**config.mk**
```make
export PLATFORM = sky130hd
export DESIGN_NAME = pin_key_mode_regs
export DESIGN_NICKNAME = d
export VERILOG_FILES = /design/src/verilog/pin_key_mode_pkg.sv /design/src/verilog/pin_key_mode_regs.sv
export SDC_FILE = /design/constraint.sdc
export NUM_CORES = 1
export LEC_CHECK = 0
export BUFFER_PORTS_ARGS = -buffer_cell sky130_fd_sc_hd__buf_2
export CAP_MARGIN = 20
export CELL_PAD_IN_SITES_DETAIL_PLACEMENT = 1
export CELL_PAD_IN_SITES_GLOBAL_PLACEMENT = 2
export CORE_ASPECT_RATIO = 0.7
export CORE_MARGIN = 2
export CORE_UTILIZATION = 27
export CTS_BUF_LIST = sky130_fd_sc_hd__clkbuf_4 sky130_fd_sc_hd__clkbuf_8
export CTS_CLUSTER_SIZE = 16
export DETAILED_ROUTE_END_ITERATION = 16
export GPL_ROUTABILITY_DRIVEN = 0
export PLACE_DENSITY_LB_ADDON = 0.1
export SYNTH_ARGS = -nofsm -noshare
export SYNTH_HDL_FRONTEND = slang
export SYNTH_SLANG_ARGS = --single-unit
export TNS_END_PERCENT = 5
```
**constraint.sdc**
```tcl
create_clock -name CLOCK -period 1.3 [get_ports CLOCK]
set_input_delay 0 -clock CLOCK [delete_from_list [all_inputs] [get_ports CLOCK]]
set_output_delay 0 -clock CLOCK [all_outputs]
set_load 0.03 [all_outputs]
```
**src/verilog/pin_key_mode_pkg.sv**
```systemverilog
// constants for the pin select, address key, reset and mode registers
package pin_key_mode_pkg;
   // register offsets (register index on the internal access port)
   localparam logic [7:0] OFS_PIN_SELECT = 8'h0b;
   localparam logic [7:0] OFS_ADDR_KEY = 8'h0d;
   localparam logic [7:0] OFS_SOFT_RESET = 8'h0f;
   localparam logic [7:0] OFS_MODE = 8'h10;
   // field positions
   localparam int SEL_LSB = 0;
   localparam int SEL_MSB = 4;
   localparam int RESET_BIT = 0;
   localparam int MODE_LSB = 0;
   localparam int MODE_MSB = 1;
   // values after reset
   localparam logic [4:0] SELECT_RESET = 5'h00;
   localparam logic [15:0] KEY_RESET = 16'h0000;
   localparam logic [1:0] MODE_RESET = 2'h0;
   localparam logic [1:0] MODE_STANDBY = 2'h0;
   // address change unlock codes
   localparam logic [15:0] KEY_ALWAYS = 16'h04ad;
   localparam logic [15:0] KEY_PIN0 = 16'h44ad;
   localparam logic [15:0] KEY_PIN1 = 16'h84ad;
   localparam logic [15:0] KEY_BOTH = 16'hc4ad;
   // pin 0 function codes
   localparam logic [4:0] FN_LEGACY_INT = 5'h00;
   localparam logic [4:0] FN_INT = 5'h01;
   localparam logic [4:0] FN_SLOT_SPAN = 5'h02;
   localparam logic [4:0] FN_PULSE_A = 5'h05;
   localparam logic [4:0] FN_PULSE_B = 5'h06;
   localparam logic [4:0] FN_PULSE_AB = 5'h07;
   localparam logic [4:0] FN_DATA_A = 5'h0c;
   localparam logic [4:0] FN_DATA_B = 5'h0d;
   localparam logic [4:0] FN_DATA_AB = 5'h0e;
   localparam logic [4:0] FN_HALF_RATE = 5'h0f;
   localparam logic [4:0] FN_LOW = 5'h10;
   localparam logic [4:0] FN_HIGH = 5'h11;
   localparam logic [4:0] FN_OSC = 5'h13;
endpackage

```
**src/verilog/pin_key_mode_regs.sv**
```systemverilog
// pin 0 function select, address change key, soft reset and mode registers
`timescale 1ns/1ps
// Notes on behaviour
// select 0x0 drives pin 0 with the legacy interrupt behaviour
// select 0x1 puts the configured interrupt signal on pin 0
// select 0x2 rises at first slot start, falls at last slot end
// selects 0x5, 0x6, 0x7 copy slot A, slot B or both LED pulses
// selects 0xC, 0xD, 0xE flag data cycles of slot A, B or either
// select 0xF toggles pin 0 every sample, half the sample rate
// select 0x10 holds pin 0 low, 0x11 holds it high
// select 0x13 routes the 32 kHz oscillator clock onto pin 0
// host writes only listed select codes; others are unsupported
// address change writes need key authorisation; key resets locked
// key 0x04AD unlocks address change whatever the pin levels
// keys 0x44AD, 0x84AD, 0xC4AD need pin 0, pin 1, both pins high
// writing 1 to reset bit resets device; bit clears when done
// reset write is accepted, then standby with all defaults; soft reset does not clear slot_span, half_rate or the read data
// two-bit mode field selects operating state; 0x0 is standby
// any other key value keeps address changes locked
module pin_key_mode_regs (
   input wire logic CLOCK, // core clock, 125 MHz
   input wire logic RST, // synchronous reset, active high
   input wire logic [7:0] REG_ADDR, // register index from serial port
   input wire logic [15:0] REG_WDATA, // write data
   input wire logic REG_WR, // write strobe, one cycle
   output logic [15:0] REG_RDATA, // read data for REG_ADDR, registered
   input wire logic ADDR_WR_REQ, // attempt to change the slave address
   output logic ADDR_WR_OK, // address change write accepted, pulse
   output logic ADDR_UNLOCKED, // key currently authorises change
   input wire logic PIN0_LEVEL, // sensed level of pin 0
   input wire logic PIN1_LEVEL, // sensed level of pin 1
   input wire logic LEGACY_INT, // legacy style interrupt level
   input wire logic CFG_INT, // configured interrupt level
   input wire logic FIRST_SLOT_START, // pulse, first slot begins
   input wire logic LAST_SLOT_END, // pulse, last slot ends
   input wire logic LED_PULSE_A, // slot A LED pulse level
   input wire logic LED_PULSE_B, // slot B LED pulse level
   input wire logic DATA_CYCLE_A, // slot A data cycle pulse
   input wire logic DATA_CYCLE_B, // slot B data cycle pulse
   input wire logic SAMPLE_TICK, // pulse once per sample
   input wire logic OSC_32K, // low frequency oscillator clock
   output logic PIN0_OUT, // pin 0 drive value, registered
   output logic PIN0_OE, // pin 0 output enable, high while driving
   output logic SOFT_RESET, // device wide reset pulse
   output logic [1:0] MODE // operating mode, 0 is standby
);
   import pin_key_mode_pkg::*;

   typedef enum logic [0:0] {RUN, RESETTING} reset_state_e;

   ////////////////////////////////////////////////////////////////////////
   // register file
   // reserved bits are not stored; the host is told to write them zero
   logic [4:0] pin_select;
   logic [15:0] addr_key;
   logic [1:0] mode;
   reset_state_e reset_state;
   logic [4:0] next_pin_select;
   logic [15:0] next_addr_key;
   logic [1:0] next_mode;
   reset_state_e next_reset_state;

   // writes, and the soft reset sequence that restores the select, key and mode defaults
   always_comb begin
      next_pin_select = pin_select;
      next_addr_key = addr_key;
      next_mode = mode;
      next_reset_state = RUN;
      unique case (reset_state)
         RESETTING: begin
            // writes during the reset cycle are dropped on purpose
            next_pin_select = SELECT_RESET;
            next_addr_key = KEY_RESET;
            next_mode = MODE_STANDBY;
            next_reset_state = RUN;
         end
         RUN: begin
            if (REG_WR) begin
               unique case (REG_ADDR)
                  OFS_PIN_SELECT: begin
                     next_pin_select = REG_WDATA[SEL_MSB:SEL_LSB];
                  end
                  OFS_ADDR_KEY: begin
                     next_addr_key = REG_WDATA;
                  end
                  OFS_SOFT_RESET: begin
                     if (REG_WDATA[RESET_BIT]) begin
                        next_reset_state = RESETTING;
                     end
                  end
                  OFS_MODE: begin
                     next_mode = REG_WDATA[MODE_MSB:MODE_LSB];
                  end
                  default: begin
                  end
               endcase
            end
         end
      endcase
   end

   always_ff @(posedge CLOCK) begin
      if (RST) begin
         pin_select <= SELECT_RESET;
         addr_key <= KEY_RESET;
         mode <= MODE_RESET;
         reset_state <= RUN;
      end else begin
         pin_select <= next_pin_select;
         addr_key <= next_addr_key;
         mode <= next_mode;
         reset_state <= next_reset_state;
      end
   end

   // the reset bit reads back 1 only in the single resetting cycle,
   // so a host that polls it always finds it cleared once done
   assign SOFT_RESET = (reset_state == RESETTING);
   assign MODE = mode;

   ////////////////////////////////////////////////////////////////////////
   // address change key check
   logic unlocked;

   // unknown key values fall to locked, same as the reset value
   always_comb begin
      unique case (addr_key)
         KEY_ALWAYS: unlocked = 1'b1;
         KEY_PIN0: unlocked = PIN0_LEVEL;
         KEY_PIN1: unlocked = PIN1_LEVEL;
         KEY_BOTH: unlocked = PIN0_LEVEL & PIN1_LEVEL;
         default: unlocked = 1'b0;
      endcase
   end

   // pin levels are live: a pin-gated key can lock again at any time,
   // so the host must hold the pin while it writes the new address
   assign ADDR_UNLOCKED = unlocked;
   // no change is accepted while the soft reset is in flight
   assign ADDR_WR_OK = ADDR_WR_REQ & unlocked & (reset_state == RUN);

   ////////////////////////////////////////////////////////////////////////
   // read back
   logic [15:0] rdata;
   logic [15:0] next_rdata;

   // reserved bits and unmapped indices read zero
   always_comb begin
      next_rdata = 16'h0000;
      unique case (REG_ADDR)
         OFS_PIN_SELECT: next_rdata[SEL_MSB:SEL_LSB] = pin_select;
         OFS_ADDR_KEY: next_rdata = addr_key;
         OFS_SOFT_RESET: next_rdata[RESET_BIT] = SOFT_RESET;
         OFS_MODE: next_rdata[MODE_MSB:MODE_LSB] = mode;
         default: next_rdata = 16'h0000;
      endcase
   end

   always_ff @(posedge CLOCK) begin
      if (RST) begin
         rdata <= 16'h0000;
      end else begin
         rdata <= next_rdata;
      end
   end

   assign REG_RDATA = rdata;

   ////////////////////////////////////////////////////////////////////////
   // pin 0 function mux
   logic pin0;
   logic slot_span;
   logic half_rate;
   logic next_pin0;
   logic next_slot_span;
   logic next_half_rate;

   // span and toggle state track always so a select change is glitch free
   always_comb begin
      next_slot_span = slot_span;
      if (FIRST_SLOT_START) begin
         next_slot_span = 1'b1;
      end else if (LAST_SLOT_END) begin
         next_slot_span = 1'b0;
      end
      next_half_rate = half_rate ^ SAMPLE_TICK;
      unique case (pin_select)
         FN_LEGACY_INT: next_pin0 = LEGACY_INT;
         FN_INT: next_pin0 = CFG_INT;
         FN_SLOT_SPAN: next_pin0 = next_slot_span;
         FN_PULSE_A: next_pin0 = LED_PULSE_A;
         FN_PULSE_B: next_pin0 = LED_PULSE_B;
         FN_PULSE_AB: next_pin0 = LED_PULSE_A | LED_PULSE_B;
         FN_DATA_A: next_pin0 = DATA_CYCLE_A;
         FN_DATA_B: next_pin0 = DATA_CYCLE_B;
         FN_DATA_AB: next_pin0 = DATA_CYCLE_A | DATA_CYCLE_B;
         FN_HALF_RATE: next_pin0 = next_half_rate;
         FN_LOW: next_pin0 = 1'b0;
         FN_HIGH: next_pin0 = 1'b1;
         FN_OSC: next_pin0 = OSC_32K;
         // unsupported codes: hold low rather than float
         default: next_pin0 = 1'b0;
      endcase
   end

   always_ff @(posedge CLOCK) begin
      if (RST) begin
         pin0 <= 1'b0;
         slot_span <= 1'b0;
         half_rate <= 1'b0;
      end else begin
         pin0 <= next_pin0;
         slot_span <= next_slot_span;
         half_rate <= next_half_rate;
      end
   end

   // every function lags its source by one clock; the registered pin
   // costs that cycle but keeps mux glitches off the pad
   assign PIN0_OUT = pin0;
   // pin 0 is always an output in every supported function
   assign PIN0_OE = 1'b1;
endmodule

```
Word level (Yosys, flattened, before mapping)
Index checks and enable logic that the tools add are counted.
Operators by class
  $add $sub $neg: 0
  $mul: 0
  div/mod/pow operators: 0
  $lt $le $gt $ge: 0
  equality and inequality tests: 23
  shift-type cells: 0
  mux-type cells: 20
  bitwise gates (word level): 8
  reduce and logical (&&, ||, !) cells: 5
Operator list (count)
  16-bit equality test, second input constant: 2
  16-bit 2-to-1 mux: 2
  16-bit case mux with 2 select lines: 1
  8-bit by 4-bit equality test with 1-bit output, second input constant: 3
  5-bit by 4-bit equality test with 1-bit output, second input constant: 4
  16-bit by 11-bit equality test with 1-bit output, second input constant: 1
  16-bit by 15-bit equality test with 1-bit output, second input constant: 1
  5-bit by 3-bit equality test with 1-bit output, second input constant: 3
  1-bit case mux with 12 select lines: 1
  5-bit equality test, second input constant: 2
  5-bit 2-to-1 mux: 2
  5-bit case mux with 2 select lines: 1
  8-bit by 5-bit equality test with 1-bit output, second input constant: 1
  1-bit case mux with 4 select lines: 2
  2-bit by 1-bit inequality test with 1-bit output, second input constant: 3
  3-bit case mux with 2 select lines: 1
  2-bit AND reduction: 3
  5-bit by 1-bit equality test with 1-bit output, second input constant: 1
  5-bit by 2-bit equality test with 1-bit output, second input constant: 1
  5-bit logical NOT: 1
  1-bit 2-to-1 mux: 5
  2-bit 2-to-1 mux: 2
  2-bit case mux with 2 select lines: 1
  1-bit AND: 3
  other kinds (7): 9
Word-level totals
  register bits: 43
  bits in latches: 0
  bits in writable memories: 0
  ROM bits: 0
  bits of input ports: 40
  logic and storage cells: 65
  memories kept: 0

Longest topological paths before layout
  word-level depth: 4
  depth in mapped cells: 6

Worst setup path before layout
OpenSTA, ideal clock, no wires.
  path kind: reg2out
  from: register addr_key[9]
  to: output ADDR_WR_OK
  arrival: 1.823 ns
  required time: 1.300 ns
  slack: -0.523 ns
  stages on the path, launching flop included: 5
  cells stage by stage: dfxtp_1 -> nor4b_1 -> nand2_1 -> nor3_1 -> and3b_1
On the way
  longest elaborated chain between the ends: 4
  elaborated cells between the ends (all ways): 7
Ends and longest elaborated chain
  from (decl): line pin_key_mode_regs.sv:55  | logic [15:0] addr_key;
  from (signal assigned): line pin_key_mode_regs.sv:110  | addr_key <= next_addr_key;
  16-bit equality test (tied with other cells): line pin_key_mode_regs.sv:127  | unique case (addr_key)
  1-bit case mux with 4 select lines *: line pin_key_mode_regs.sv:127
  named net ADDR_UNLOCKED: line pin_key_mode_regs.sv:29  | output logic ADDR_UNLOCKED,
  1-bit AND * (2 in a row): line pin_key_mode_regs.sv:140  | assign ADDR_WR_OK = ADDR_WR_REQ & unlocked & (reset_state == RUN);
  to (decl): line pin_key_mode_regs.sv:28  | output logic ADDR_WR_OK,
The timed path passes the listed nets; every way through them passes the cells marked *.

Final worst setup path
  from: register addr_key[4]
  to: output ADDR_WR_OK
On the way
  longest elaborated chain between the ends: 4
  elaborated cells between the ends (all ways): 7
Ends and longest elaborated chain (line)
  16-bit equality test (tied with other cells): pin_key_mode_regs.sv:127
  1-bit case mux with 4 select lines *: pin_key_mode_regs.sv:127
  1-bit AND * (2 in a row): pin_key_mode_regs.sv:140
Mark *: on every way between the ends. The rest lies on a longest branch, timed or not.

==> results.toml <==
[run_status]
status = "finished, violations left"
violations = "negative setup slack"

[worst_setup_path]
critPathMaxFanout = 2
cp-start-kind = "flop"
critPathCaptureType = "output pin"
path_class = "flop to output pin"
worst-endpoint-required_ps = 1300
cp.arrival_ps = 1480
r2r.worst_path.cells = 5

[clock_network]
path_clk_slew_ps = 80
clockBufferDepth = 2
cts_root_buf = "clkbuf_8"
cts.sinks = 43
cts_buffers = 5
cts_max_level = 2
clock_latency_ps = 290
tritoncts = "yes"

[cells_and_area]
utilization_pct = 42.9
mostFrequentLayoutCells = "buf_2 (60), dfxtp_1 (39), nor2_1 (29), buf_4 (24), mux2i_1 (21)"
fillers = 748
drive_gt1_share_pct = 40.9
final_nets = 325
layout_commonest_cell = "buf_2"
n_antenna_cell = 0
synthToLayoutAreaGrowth_pct = 51.9

[synthesis]
synth.net_count = 224
synth_top_area_share_pct = 48.3
synthesis.area_mm2 = 0.00178
yosys_register_bits = 43
yosys-top-cells-area = "dfxtp_1 (48%), mux2i_1 (12%), nor2_1 (6.1%), and2_1 (3.9%), a21oi_1 (2.2%)"
yosys_warnings = 0
postSynthCellCount = 184
synth_top_area_cell = "dfxtp_1"
synth.distinct_cells = 41
syn_area_per_cell_um2 = 9.68
yosysSeqAreaShare_pct = 48.3

[drt]
first_pass_iters = 4
final_antenna_net_count = 0
drt-total-wl_um = 5130
route.detailed.drc = 0
drtIter0Drc = 30
vias = 1642
wl_per_cell_um = 14.1
viasPerCell = 4.51

[timing]
finalWorstSetupSlack_ps = -178
setup-violations-final = 3
fin_crit_sh_pct = 114
slew_viol_final = 0
rsz0062_at_grt = "true"
min_period_ps = 1480
setup_tns_ps = -288
hold_violations = 0
skew_ps = 8.92
fmax_mhz = 676
whs_ps = 21.2

[pwr]
p_sw_uw = 535
internal_power_uw = 1950
combPwrFrac_pct = 8.5
p_sw_share_pct = 21.5
power_frac_clock_pct = 38.1
sequentialPowerShare_pct = 53.4
peakVddDrop_mv = 0.323
p_leak_uw = 0.00132
powerDensity_mw_per_mm2 = 918

[die]
io_pins = 63
die-area_mm2 = 0.00727
fp-row-count = 24
core_area_mm2 = 0.00631
start_util_pct = 28.2
dieWidth_um = 101
die_y_um = 71.9

[global_route]
grt_overflow = 0
antenna_found_initial = 0
grt_usage_pct = 14.5
grt_max_degree = 17
first_global_vias = 1638
grt_pass1_wl_um = 8180

[placement]
portBuffers = 61
dp_hpwl_um = 3860

[worst_hold_path]
hold_path.class = "input pin to flop"
min_path_cells = 3

[flow_run]
maxCapViolations = 0
[power by group through the flow]
stage	logic, uW	registers [uW]	clock network, uW
2_1_floorplan	60.1	1360	0
3_3_place_gp	166	1360	0
3_5_place_dp	167	1360	0
4_1_cts	210	1330	983
5_1_grt	232	1330	1050
6_report	211	1330	945
[final cells by class]
| class | count | area (um^2) | area share (%) |
|---|---|---|---|
| multi-input combinational | 127 | 913 | 33.8 |
| sequential | 43 | 866 | 32.0 |
| timing repair buffer | 105 | 712 | 26.3 |
| clock buffer | 8 | 104 | 3.84 |
| tap | 78 | 97.6 | 3.61 |
| inverter | 3 | 11.3 | 0.416 |
[Yosys cell counts, drive strengths merged]
library cell	number
nor4b	3
nor4bb	1
nor3	4
nand2b	3
nand3	5
a211oi	1
a31oi	2
buf	4
dfxtp	43
conb	1
or3b	2
nand4	1
o2111ai	1
nor2	29
nand2	6
o41ai	1
and3b	1
a21oi	8
a22o	2
nor3b	2
a22oi	5
nor2b	3
inv	3
mux2	1
nand4bb	1
mux2i	21
nand3b	2
or2	1
o21ai	5
nor4	2
xor2	1
and2	11
clkbuf	7
or3	1
[logic make-up after synthesis]
group           count (synthesis)  share of synthesized area (%)
flops                          43                           48.3
mux                            22                           12.4
compound gates                 25                           8.86
buf+inv                        14                           3.86
simple gates                   78                           25.8
other cells                     1                          0.211
xor+xnor                        1                          0.492
[worst paths after layout]
check	from	end	slack (ps)
worst max-delay path	addr_key[4]	ADDR_WR_OK	-180
worst min register to register	MODE[1]	MODE[1]	480
worst max register to register	pin_select[1]	PIN0_OUT	-40
worst min-delay path	REG_WDATA[0]	SOFT_RESET	20
[registers in the layout, indices dropped and copies added (netlist names)]
name and count:
REG_RDATA 16, addr_key 16, PIN0_OUT 1, slot_span 1, SOFT_RESET 1, pin_select 5
half_rate 1, MODE 2
[per-layer routing]
| metal | part of all wire, % | vias to the layer above | global-route usage (%) |
|---|---|---|---|
| met5 | 0 | - | 0 |
| met4 | 0.74 | 0 | 3.60 |
| met3 | 4.9 | 4 | 3.66 |
| met2 | 43 | 35 | 21.9 |
| met1 | 51 | 765 | 20.8 |
| li1 | - | 838 | - |
[worst max-delay path: stages, from the launching register on]
cell     delay, ps
dfxtp_2        340
nor4b_4        270
nand2_1        120
nor3_4         130
and3b_2        200
buf_6          120
[metrics by stage]
| step | cells | cell area (um^2) | total power [uW] | setup slack [ps] |
|---|---|---|---|---|
| 2_1_floorplan | 184 | 1800 | 1420 | -65.8 |
| 5_1_grt | 364 | 2700 | 2610 | -279 |
| 3_5_place_dp | 338 | 2360 | 1520 | -222 |
| 4_1_cts | 364 | 2680 | 2520 | -215 |
| 3_3_place_gp | 338 | 2360 | 1520 | -175 |
| 6_report | 364 | 2700 | 2480 | -178 |
[timing repair]
action                                 4_1_cts  5_1_grt
gates resized for setup                     11        4
endpoints found under the hold margin       22        0
pin swaps                                    2        1
setup buffers                                0        0
setup endpoints to repair                    3        5
hold buffers                                18        0
No activity file was read; power rests on OpenSTA's default activity.
